--- src/logic/igd_map.svh ---
// register offsets, field positions and reset values of the gating block
`ifndef IGD_MAP_SVH
`define IGD_MAP_SVH

// ==========================================================================
// apb register byte addresses
`define IGD_ADDR_GATE 12'h000
`define IGD_ADDR_ECP 12'h004
`define IGD_ADDR_PWR 12'h008
`define IGD_ADDR_FMODE 12'h0E0
// option register index; its byte address is four times the index
`define IGD_IDX_FOPT 8'hF1
`define IGD_ADDR_FOPT 12'h3C4
`define IGD_ADDR_ISTAT 12'h010
`define IGD_ADDR_IMASK 12'h014
`define IGD_ADDR_PINS 12'h018

// ==========================================================================
// gate register fields
`define IGD_GATE_FDMA 0
`define IGD_GATE_SER1 1
`define IGD_GATE_SER2 2
`define IGD_GATE_PIRQ 3
`define IGD_GATE_ECPDMA 4
// enable register fields (activate bits, floppy power-down and ecp mode enable)
`define IGD_PWR_FDC 0
`define IGD_PWR_SER1 1
`define IGD_PWR_SER2 2
`define IGD_PWR_PAR 3
`define IGD_PWR_FDC_DOWN 4
`define IGD_PWR_ECP 5

// ==========================================================================
// floppy mode and option fields
`define IGD_FM_ENH2 0
`define IGD_FM_NOBURST 1
`define IGD_FM_IF_HI 3
`define IGD_FM_IF_LO 2
`define IGD_FM_SWAP 4
`define IGD_FM_PUSHPULL 6
`define IGD_FM_TRISTATE 7
`define IGD_FO_DEN_HI 3
`define IGD_FO_DEN_LO 2

// ==========================================================================
// reset values and write masks
`define IGD_FMODE_RST 8'h0E
`define IGD_FOPT_RST 8'h00
`define IGD_FMODE_WMASK 8'hDF
`define IGD_FOPT_WMASK 8'h0C
`define IGD_GATE_RST 8'h00
`define IGD_PWR_RST 8'h00
`define IGD_ECP_RST 8'h00

`endif

--- src/logic/igd_pkg.sv ---
// types of the interrupt and dma gating block
package igd_pkg;
    typedef enum logic [2:0] {
        IGD_ECP_PRINTER, IGD_ECP_SPP, IGD_ECP_FIFO, IGD_ECP_ECP,
        IGD_ECP_EPP, IGD_ECP_RES, IGD_ECP_TEST, IGD_ECP_CONFIG
    } igd_ecp_mode_t;

    typedef enum logic [1:0] {
        IGD_IF_ALT3, IGD_IF_ALT2, IGD_IF_RESV, IGD_IF_AT
    } igd_if_mode_t;

    // raw requests from the logical devices
    typedef struct packed {
        logic fdc_irq;
        logic fdc_drq;
        logic fdc_dack_in;
        logic ser1_irq;
        logic ser2_irq;
        logic par_irq;
        logic par_drq;
    } igd_req_t;

    // gated pins: value plus output enable, and the accepted floppy dma request
    typedef struct packed {
        logic fdc_irq;
        logic fdc_irq_oe;
        logic fdc_dack;
        logic fdc_dack_oe;
        logic fdc_drq_acc;
        logic ser1_irq;
        logic ser1_irq_oe;
        logic ser2_irq;
        logic ser2_irq_oe;
        logic par_irq;
        logic par_irq_oe;
        logic par_drq;
        logic par_drq_oe;
    } igd_pins_t;

    typedef struct packed {
        logic [7:0] gate;
        logic [7:0] ecp;
        logic [7:0] pwr;
        logic [7:0] fmode;
        logic [7:0] fopt;
        logic [4:0] istat;
        logic [4:0] imask;
        logic [6:0] req_sync1;
        logic [6:0] req_sync2;
        logic [4:0] pin_prev;
        igd_pins_t pins;
        logic [31:0] prdata;
    } igd_state_t;
endpackage

--- src/logic/igd_gate.sv ---
// interrupt and dma gating with floppy mode and option registers
// ==========================================================================
// Behaviour
// - a device register bit disabling irq or dack disables that output
// - floppy dma gate bit zero floats floppy irq and dack, ignores dreq
// - floppy powered down or disabled holds its irq and dack floating
// - serial irq gate bit zero floats that serial port's interrupt
// - in spp and epp modes parallel irq gate zero floats parallel irq
// - ecp modes: dma gated by ecp gate; irq on for 010,011,110
// - floppy config registers reset only on hard reset, not soft reset
// - floppy mode bit 0 selects enhanced floppy mode 2
// - floppy mode bit 1: 0 burst dma, 1 non-burst (default)
// - mode bits 3:2 select interface personality, 11 at default
// - mode bit 4 set swaps drive selects and motor enables 0 and 1
// - mode bit 6: 0 open-drain outputs, 1 push-pull outputs
// - mode bit 7: 0 outputs active, 1 outputs tri-stated
// - bits 6 and 7 leave parallel-port-routed floppy pins untouched
// - option bits 3:2 density: 00 normal, 10 force 1, 11 force 0
// - irq and dma pins float when no logical device selects them
//
// Our own choice: the APB interface to the registers.
`timescale 1ns/10ps
`include "igd_map.svh"

module igd_gate
    import igd_pkg::*;
(
    input wire logic pclk,
    input wire logic presetn,
    input wire logic soft_reset,
    input wire logic psel,
    input wire logic penable,
    input wire logic pwrite,
    input wire logic [11:0] paddr,
    input wire logic [31:0] pwdata,
    output logic [31:0] prdata,
    output logic pready,
    output logic pslverr,
    input wire igd_req_t req_in,
    input wire logic fdc_density_in,
    input wire logic [1:0] fdc_drv_sel_in,
    input wire logic [1:0] fdc_motor_in,
    input wire logic fdc_pp_route,
    output igd_pins_t pins,
    output logic [1:0] fdc_drv_sel,
    output logic [1:0] fdc_motor,
    output logic [1:0] fdc_drv_sel_oe,
    output logic [1:0] fdc_motor_oe,
    output logic fdc_density,
    output logic fdc_density_oe,
    output logic fdc_enh_mode2,
    output logic fdc_dma_burst,
    output igd_if_mode_t fdc_if_mode,
    output logic irq
);

    igd_state_t s_q, s_d;

    // ======================================================================
    // helpers
    function automatic logic ecp_irq_on(input logic [2:0] m);
        return m == IGD_ECP_FIFO || m == IGD_ECP_ECP || m == IGD_ECP_TEST;
    endfunction

    // open drain drives only the low level; push-pull drives both
    function automatic logic od_oe(input logic v, input logic pp,
                                   input logic en);
        return en && (pp || !v);
    endfunction

    logic wr, rd, hit;
    logic [31:0] rmux;
    logic [6:0] rq;
    logic fdc_on, fdc_gate, ser1_on, ser2_on, par_on;
    logic pp, tri_fdc, swap;
    logic [4:0] lvl, rise;

    assign pready = 1'b1;
    assign wr = psel && penable && pwrite;
    assign rd = psel && penable && !pwrite;
    assign prdata = s_q.prdata;
    assign pins = s_q.pins;
    assign irq = |(s_q.istat & s_q.imask);

    always_comb begin
        hit = 1'b1;
        case (paddr)
            `IGD_ADDR_GATE: rmux = {24'h000000, s_q.gate};
            `IGD_ADDR_ECP: rmux = {24'h000000, s_q.ecp};
            `IGD_ADDR_PWR: rmux = {24'h000000, s_q.pwr};
            `IGD_ADDR_FMODE: rmux = {24'h000000, s_q.fmode};
            `IGD_ADDR_FOPT: rmux = {24'h000000, s_q.fopt};
            `IGD_ADDR_ISTAT: rmux = {27'h0000000, s_q.istat};
            `IGD_ADDR_IMASK: rmux = {27'h0000000, s_q.imask};
            `IGD_ADDR_PINS: rmux = {27'h0000000, lvl};
            default: begin
                rmux = 32'h00000000;
                hit = 1'b0;
            end
        endcase
    end
    assign pslverr = psel && penable && !hit;

    // ======================================================================
    // gating decisions
    always_comb begin
        rq = s_q.req_sync2;
        // activate bit plus in-block gate (parallel irq needs no gate in ecp modes 010,011,110), floppy also needs power
        fdc_on = s_q.pwr[`IGD_PWR_FDC]
            && !s_q.pwr[`IGD_PWR_FDC_DOWN];
        fdc_gate = fdc_on && s_q.gate[`IGD_GATE_FDMA];
        ser1_on = s_q.pwr[`IGD_PWR_SER1] && s_q.gate[`IGD_GATE_SER1];
        ser2_on = s_q.pwr[`IGD_PWR_SER2] && s_q.gate[`IGD_GATE_SER2];
        if (s_q.pwr[`IGD_PWR_ECP]) begin
            par_on = ecp_irq_on(s_q.ecp[2:0])
                || s_q.gate[`IGD_GATE_PIRQ];
        end else begin
            par_on = s_q.gate[`IGD_GATE_PIRQ];
        end
        par_on = par_on && s_q.pwr[`IGD_PWR_PAR];
        pp = s_q.fmode[`IGD_FM_PUSHPULL];
        tri_fdc = s_q.fmode[`IGD_FM_TRISTATE]
            && !fdc_pp_route;
        swap = s_q.fmode[`IGD_FM_SWAP];
        lvl = {rq[6], rq[3], rq[2], rq[1], rq[0]};
    end
    assign rise = lvl & ~s_q.pin_prev;

    // floppy drive outputs, unaffected by output control when routed
    // through the parallel port pins
    always_comb begin
        fdc_drv_sel = swap ? {fdc_drv_sel_in[0], fdc_drv_sel_in[1]}
                           : fdc_drv_sel_in;
        fdc_motor = swap ? {fdc_motor_in[0], fdc_motor_in[1]}
                         : fdc_motor_in;
        for (int i = 0; i < 2; i++) begin
            fdc_drv_sel_oe[i] = fdc_pp_route ? 1'b1
                : od_oe(fdc_drv_sel[i], pp, !tri_fdc);
            fdc_motor_oe[i] = fdc_pp_route ? 1'b1
                : od_oe(fdc_motor[i], pp, !tri_fdc);
        end
        case (s_q.fopt[`IGD_FO_DEN_HI:`IGD_FO_DEN_LO])
            2'b10: fdc_density = 1'b1;
            2'b11: fdc_density = 1'b0;
            default: fdc_density = fdc_density_in;
        endcase
        fdc_density_oe = fdc_pp_route ? 1'b1
            : od_oe(fdc_density, pp, !tri_fdc);
        fdc_enh_mode2 = s_q.fmode[`IGD_FM_ENH2];
        fdc_dma_burst = !s_q.fmode[`IGD_FM_NOBURST];
        fdc_if_mode = igd_if_mode_t'(
            s_q.fmode[`IGD_FM_IF_HI:`IGD_FM_IF_LO]);
    end

    // ======================================================================
    // next state
    always_comb begin
        s_d = s_q;
        s_d.req_sync1 = req_in;
        s_d.req_sync2 = s_q.req_sync1;
        s_d.pin_prev = lvl;
        s_d.prdata = rd ? rmux : s_q.prdata;
        // soft reset clears run-time gates but never floppy config
        if (soft_reset) begin
            s_d.gate = `IGD_GATE_RST;
            s_d.ecp = `IGD_ECP_RST;
            s_d.pwr = `IGD_PWR_RST;
        end else if (wr) begin
            case (paddr)
                `IGD_ADDR_GATE: s_d.gate = pwdata[7:0];
                `IGD_ADDR_ECP: s_d.ecp = pwdata[7:0];
                `IGD_ADDR_PWR: s_d.pwr = pwdata[7:0];
                `IGD_ADDR_IMASK: s_d.imask = pwdata[4:0];
                default: ;
            endcase
        end
        // reserved bits stay zero even if software slips
        if (wr && paddr == `IGD_ADDR_FMODE) begin
            s_d.fmode = pwdata[7:0] & `IGD_FMODE_WMASK;
        end
        if (wr && paddr == `IGD_ADDR_FOPT) begin
            s_d.fopt = pwdata[7:0] & `IGD_FOPT_WMASK;
        end
        // read clears status; a new edge in the same cycle wins
        if (rd && paddr == `IGD_ADDR_ISTAT) begin
            s_d.istat = 5'h00;
        end
        s_d.istat = s_d.istat | rise;

        s_d.pins.fdc_irq = rq[6];
        s_d.pins.fdc_irq_oe = fdc_gate;
        s_d.pins.fdc_dack = rq[4];
        s_d.pins.fdc_dack_oe = fdc_gate;
        s_d.pins.fdc_drq_acc = fdc_gate && rq[5];
        s_d.pins.ser1_irq = rq[3];
        s_d.pins.ser1_irq_oe = ser1_on;
        s_d.pins.ser2_irq = rq[2];
        s_d.pins.ser2_irq_oe = ser2_on;
        s_d.pins.par_irq = rq[1];
        s_d.pins.par_irq_oe = par_on;
        s_d.pins.par_drq = rq[0];
        s_d.pins.par_drq_oe = s_q.pwr[`IGD_PWR_PAR]
            && s_q.pwr[`IGD_PWR_ECP]
            && s_q.gate[`IGD_GATE_ECPDMA];
    end

    // ======================================================================
    // presetn is the hard reset: power-on or host reset line
    always_ff @(posedge pclk or negedge presetn) begin
        if (!presetn) begin
            s_q <= '0;
            s_q.fmode <= `IGD_FMODE_RST;
            s_q.fopt <= `IGD_FOPT_RST;
        end else begin
            s_q <= s_d;
        end
    end

endmodule

--- config.mk ---
export PLATFORM = sky130hd
export DESIGN_NAME = igd_gate
export DESIGN_NICKNAME = d
export VERILOG_FILES = /design/src/logic/igd_pkg.sv /design/src/logic/igd_gate.sv
export VERILOG_INCLUDE_DIRS = /design/src /design/src/logic
export SDC_FILE = /design/constraint.sdc
export NUM_CORES = 1
export LEC_CHECK = 0
export ABC_AREA = 1
export BUFFER_PORTS_ARGS = -buffer_cell sky130_fd_sc_hd__buf_4
export CAP_MARGIN = 30
export CORE_MARGIN = 3
export CORE_UTILIZATION = 46
export DETAILED_ROUTE_END_ITERATION = 10
export PLACE_DENSITY = 0.79
export SLEW_MARGIN = 15
export SYNTH_ARGS = -nofsm -noshare
export SYNTH_HDL_FRONTEND = slang
export SYNTH_SLANG_ARGS = --single-unit
--- constraint.sdc ---
create_clock -name pclk -period 1.5 [get_ports pclk]
set_input_delay 0.075 -clock pclk [delete_from_list [all_inputs] [get_ports pclk]]
set_output_delay 0.075 -clock pclk [all_outputs]
set_load 0.02 [all_outputs]
# Word level (Yosys, flattened, before mapping)
# Cells that the tools add are included.
# classes
mux,17
eq_ne,12
reduce_logical,51
bitwise,5
# op_table
cell,count
one-hot mux 8 bit (8 select lines),1
2-to-1 mux 24 bit,2
equality test 12 x 5 -> 1 bit (second input constant),3
2-to-1 mux 8 bit,3
logical AND 1 bit,21
equality test 12 x 10 -> 1 bit (second input constant),1
equality test 12 x 3 -> 1 bit (second input constant),1
equality test 12 x 4 -> 1 bit (second input constant),1
equality test 12 x 8 -> 1 bit (second input constant),1
zero test 12 bit,1
zero test 1 bit,11
AND 5 bit,2
logical OR 1 bit,8
nonzero test 2 bit,4
OR reduction 8 bit,1
2-to-1 mux 1 bit,7
equality test 3 x 2 -> 1 bit (second input constant),2
AND reduction 2 bit,3
2-to-1 mux 5 bit,1
inverter 5 bit,1
bitwise OR 5 bit,1
OR reduction 5 bit,1
equality test 2 bit (second input constant),2
2-to-1 mux 2 bit,2
other kinds (4),4
# totals
input_bits,63
regBits,106
out_inout_bits,62
wordCells,108

# Longest topological paths before layout
# logic_depth
word_depth,6
mapped_depth,10
mapped_depth_nobuf,10

# Worst setup path before layout
# OpenSTA, ideal clock, no wires.
# synth_path
kind,register -> output
from,reg s_q[86] (netlist bit)
to,out fdc_drv_sel_oe[1]
required_ps,1425
arrival_time_ps,1394
path_stages_with_launch,4
setup_slack_ps,31
n_path_buf,1
path_cell_list,dfrtp_1 clkbuf_1 o21ai_0 a21oi_1
# synth_between
elab_chain_cells,5
# synth_lines
item,line,rtl
from (decl),igd_gate.sv:57,"igd_state_t s_q, s_d;"
2-to-1 mux 2 bit,igd_gate.sv:132,"fdc_drv_sel = swap ? {fdc_drv_sel_in[0], fdc_drv_sel_in[1]}"
named net fdc_drv_sel[1],igd_gate.sv:45,"output logic [1:0] fdc_drv_sel,"
zero test 1 bit,igd_gate.sv:68,return en && (pp || !v);
logical OR 1 bit,igd_gate.sv:68,
logical AND 1 bit,igd_gate.sv:68,
2-to-1 mux 1 bit,igd_gate.sv:137,fdc_drv_sel_oe[i] = fdc_pp_route ? 1'b1
to (decl),igd_gate.sv:47,"output logic [1:0] fdc_drv_sel_oe,"
# The timed path passes the listed nets, and every way through them passes these cells.

# Final worst setup path
# layout_path
from,reg s_q[65] (netlist bit)
to,out irq
# layout_between
elab_chain_cells,2
# layout_lines
item,line,rtl
AND 5 bit,igd_gate.sv:83,assign irq = |(s_q.istat & s_q.imask);
OR reduction 5 bit,igd_gate.sv:83,
to (decl),igd_gate.sv:54,output logic irq
# No other way between the ends.

==> impl_metrics.toml <==
[worst_setup_path]
timing.rr.start = "s_q[86]$_DFFE_PN0P_"
worstSetupPathType = "register to primary output"
crit_slowest_cell = "dfrtp_1"
cp_max_fo = 3
cp.required_ps = 1420
cp-startpoint = "s_q[65]$_DFFE_PN0P_"
end_kind = "primary output"
cpPeakStageDelay_ps = 400
cp_data_arrival_time_ps = 1340
crit_path_start_kind = "register"
cpMostUsedCell = "nand2_1"
critical_path_buf_inv_count = 1
path_cells = "nand2_1 -> nand2_1 -> a221oi_2 -> nand2_1 -> buf_4"
cpLargestDelayFamily = "flip-flops"

[sta]
period_share = 0.943
slew_viol_final = 0
rsz0062_at_grt = "true"
period_needed_ps = 1410
slew_headroom = 0.382
whs_ps = 29.6
fmax_mhz = 707
finalSetupViolCount = 0
clock_skew_ps = 7.92
hold_viol = 0
worst_slew_pin_slew_ps = 927

[grt]
grt_pass1_vias = 3045
grt_usage = 0.194
gr-total-overflow = 0
grt_start_max_net_pins = 35
grt_pass1_wl_mm = 15.0
grt_antenna_before_repair = 0

[floorplan]
fp.dieW_um = 99.5
io-pin-count = 125
floorplan.initialDensity = 0.482
dieHeight_um = 99.5
fp.coreArea_mm2 = 0.00834
rows = 33
die_area_mm2 = 0.00990

[synthesis]
yosys.area.top_type = "dfrtp_1"
synth_seq_area_share = 0.480
synth_seq_cells = 77
avgSynthCellArea_um2 = 8.48
yosysWarnings = 0
ys_types = 32
post_synth_instance_area_mm2 = 0.00402
synth_top_area_frac = 0.460
syn_inst = 474
yosys-top-cells-area = "dfrtp_1, nand2_1, buf_4"

[clock_tree]
cts.path.max_buffers = 2
numCtsBuffers = 9
clock_latency_ps = 350
cts_tree = "built"
cts_root_buf = "clkbuf_8"
cts.htree.levels = 3
numClockSinks = 77
cts.clk_slew.worst_paths_ps = 80

[detailed_routing]
vias = 3298
drtIter0Drc = 206
vias_per_cell = 5.00
wl_per_cell_um = 14.1
route.antenna.remaining_nets = 0
wirelength_mm = 9.26
route.detailed.drc = 0
drt-pass1-iter-count = 5

[final_layout]
drive_above_1_share = 0.303
fill_cells = 743
nNetsFinal = 612
area_growth_pct = 20.2
diodes = 0
fin_cells = 659

[power_and_ir_drop]
total_leakage_power_nw = 2.59
power.total_mw = 4.36
ir_worst_vdd_uv = 485
power.density_mw_per_mm2 = 902

[placed_design]
hpwl_mm = 7.01
numPortBuffers = 75
place_congestion = 0.929
placed_cells = 632

[flow_run]
drv_cap = 0

[hold_path]
hp-start = "pwdata[7]"
min_path_type = "input pin to register"

[run_status]
status = "finished, final reports clean"
==> registers in the layout (all words and copies together), names as in the netlist <==
signal and flops:
pp 1, pins 7, fdc_enh_mode2 1, fdc_if_mode 2
rq 7, s_d 7, prdata 8, s_q 44
==> through the flow <==
stage | setup TNS, ps | util | area [µm²] | setup WS (ps)
global placement | -359 | 0.539 | 4500 | -35.6
CTS | 0 | 0.575 | 4790 | 6.32
finish | 0 | 0.579 | 4830 | 86.1
floorplan | 0 | - | 4110 | 30.8
detailed placement | -898 | 0.539 | 4500 | -110
global route | -10.5 | 0.579 | 4830 | -9.72
==> power breakdown <==
group,leakage [nW],internal (mW),switching [mW]
sequential,0.967,2.16,0.0540
clock,0.0980,0.790,0.821
combinational,1.52,0.202,0.335
total,2.59,3.15,1.21
==> cell families (layout without fill, tap and decap cells) <==
family / Yosys count / in the layout / synth area share
simple gates: 231 / 231 / 0.255
buf+inv: 102 / 159 / 0.151
compound gates: 62 / 62 / 0.113
other cells: 2 / 25 / 0.00187
flops: 77 / 77 / 0.480
==> cell type report <==
class                   instances  area, µm²  area share
inverters                      45        171      0.0355
repair buffers                 98        800       0.165
multi-input cells             318       1590       0.329
clock inverters                 7       82.6      0.0171
well taps                     105        131      0.0272
clock buffers                   9        124      0.0256
flip-flops and latches         77       1930       0.400
==> cell usage after synthesis <==
library cell  instances
dfrtp_1              74
a31oi_1               1
a21oi_1               7
buf_6                 4
nor3b_1               1
nor3_4                1
nand4_1               3
a21oi_4               1
nand3_1              39
nor2_1               43
inv_1                42
nor3_2                2
conb_1                2
nand2_4               3
nor3_1                3
a221oi_1              1
a21oi_2               2
buf_2                 2
o21ai_2              31
o21ai_1               2
nor2_8                1
nand2_2               5
inv_4                 1
o21ai_0              14
clkbuf_1              1
nand3b_1              1
o22ai_1               3
nor2_2                5
inv_2                 2
buf_4                50
dfstp_2               3
nand2_1             124
==> timing repair <==
item,in CTS,in global routing
hold endpoints to repair,68,0
gates resized for setup,0,7
buffers inserted,0,1
hold buffers,9,0
endpoints found under the setup margin,0,8
==> placed cells by master, fill, tap and decap left out, types with 2 or more instances in the layout <==
cell	instances
a21oi_1	6
a21oi_2	3
buf_12	3
buf_4	85
clkbuf_8	9
clkinv_4	2
clkinvlp_4	2
conb_1	25
dfrtp_1	73
dfstp_2	3
dlygate4sd3_1	9
inv_1	42
inv_2	2
nand2_1	124
nand2_2	5
nand2_4	3
nand3_1	39
nand4_1	3
nor2_1	41
nor2_2	7
nor3_1	2
nor3_2	3
o21ai_0	13
o21ai_1	3
o21ai_2	31
o22ai_1	3
==> worst reg2reg max path: stages, from the launching register on <==
cell	delay, ps
dfrtp_2	470
buf_4	160
nand3_1	110
nand2_1	60
nor2_1	160
nand2_1	80
nand2_1	60
nand2_1	40
==> path summary, 6_finish.rpt <==
path                                    endpoint  depth (start not counted)  slack, ps
max in group asynchronous      s_q[70]$_DFF_PN0_                          3        770
min reg2reg                   pins[10]$_DFF_PN0_                          0        350
max                                          irq                          5         90
min                          s_q[89]$_DFFE_PN0P_                          3         30
max reg2reg                prdata[4]$_DFFE_PN0P_                          7        270
min in group asynchronous  prdata[2]$_DFFE_PN0P_                          2        180
==> layer usage <==
layer	wire length [µm]	vias to the layer above	GRT usage
li1	-	1590	-
met1	4150	1559	0.272
met2	4310	134	0.302
met3	636	15	0.0365
met4	169	0	0.0683
met5	0	-	0
(Power assumes the default switching activity.)
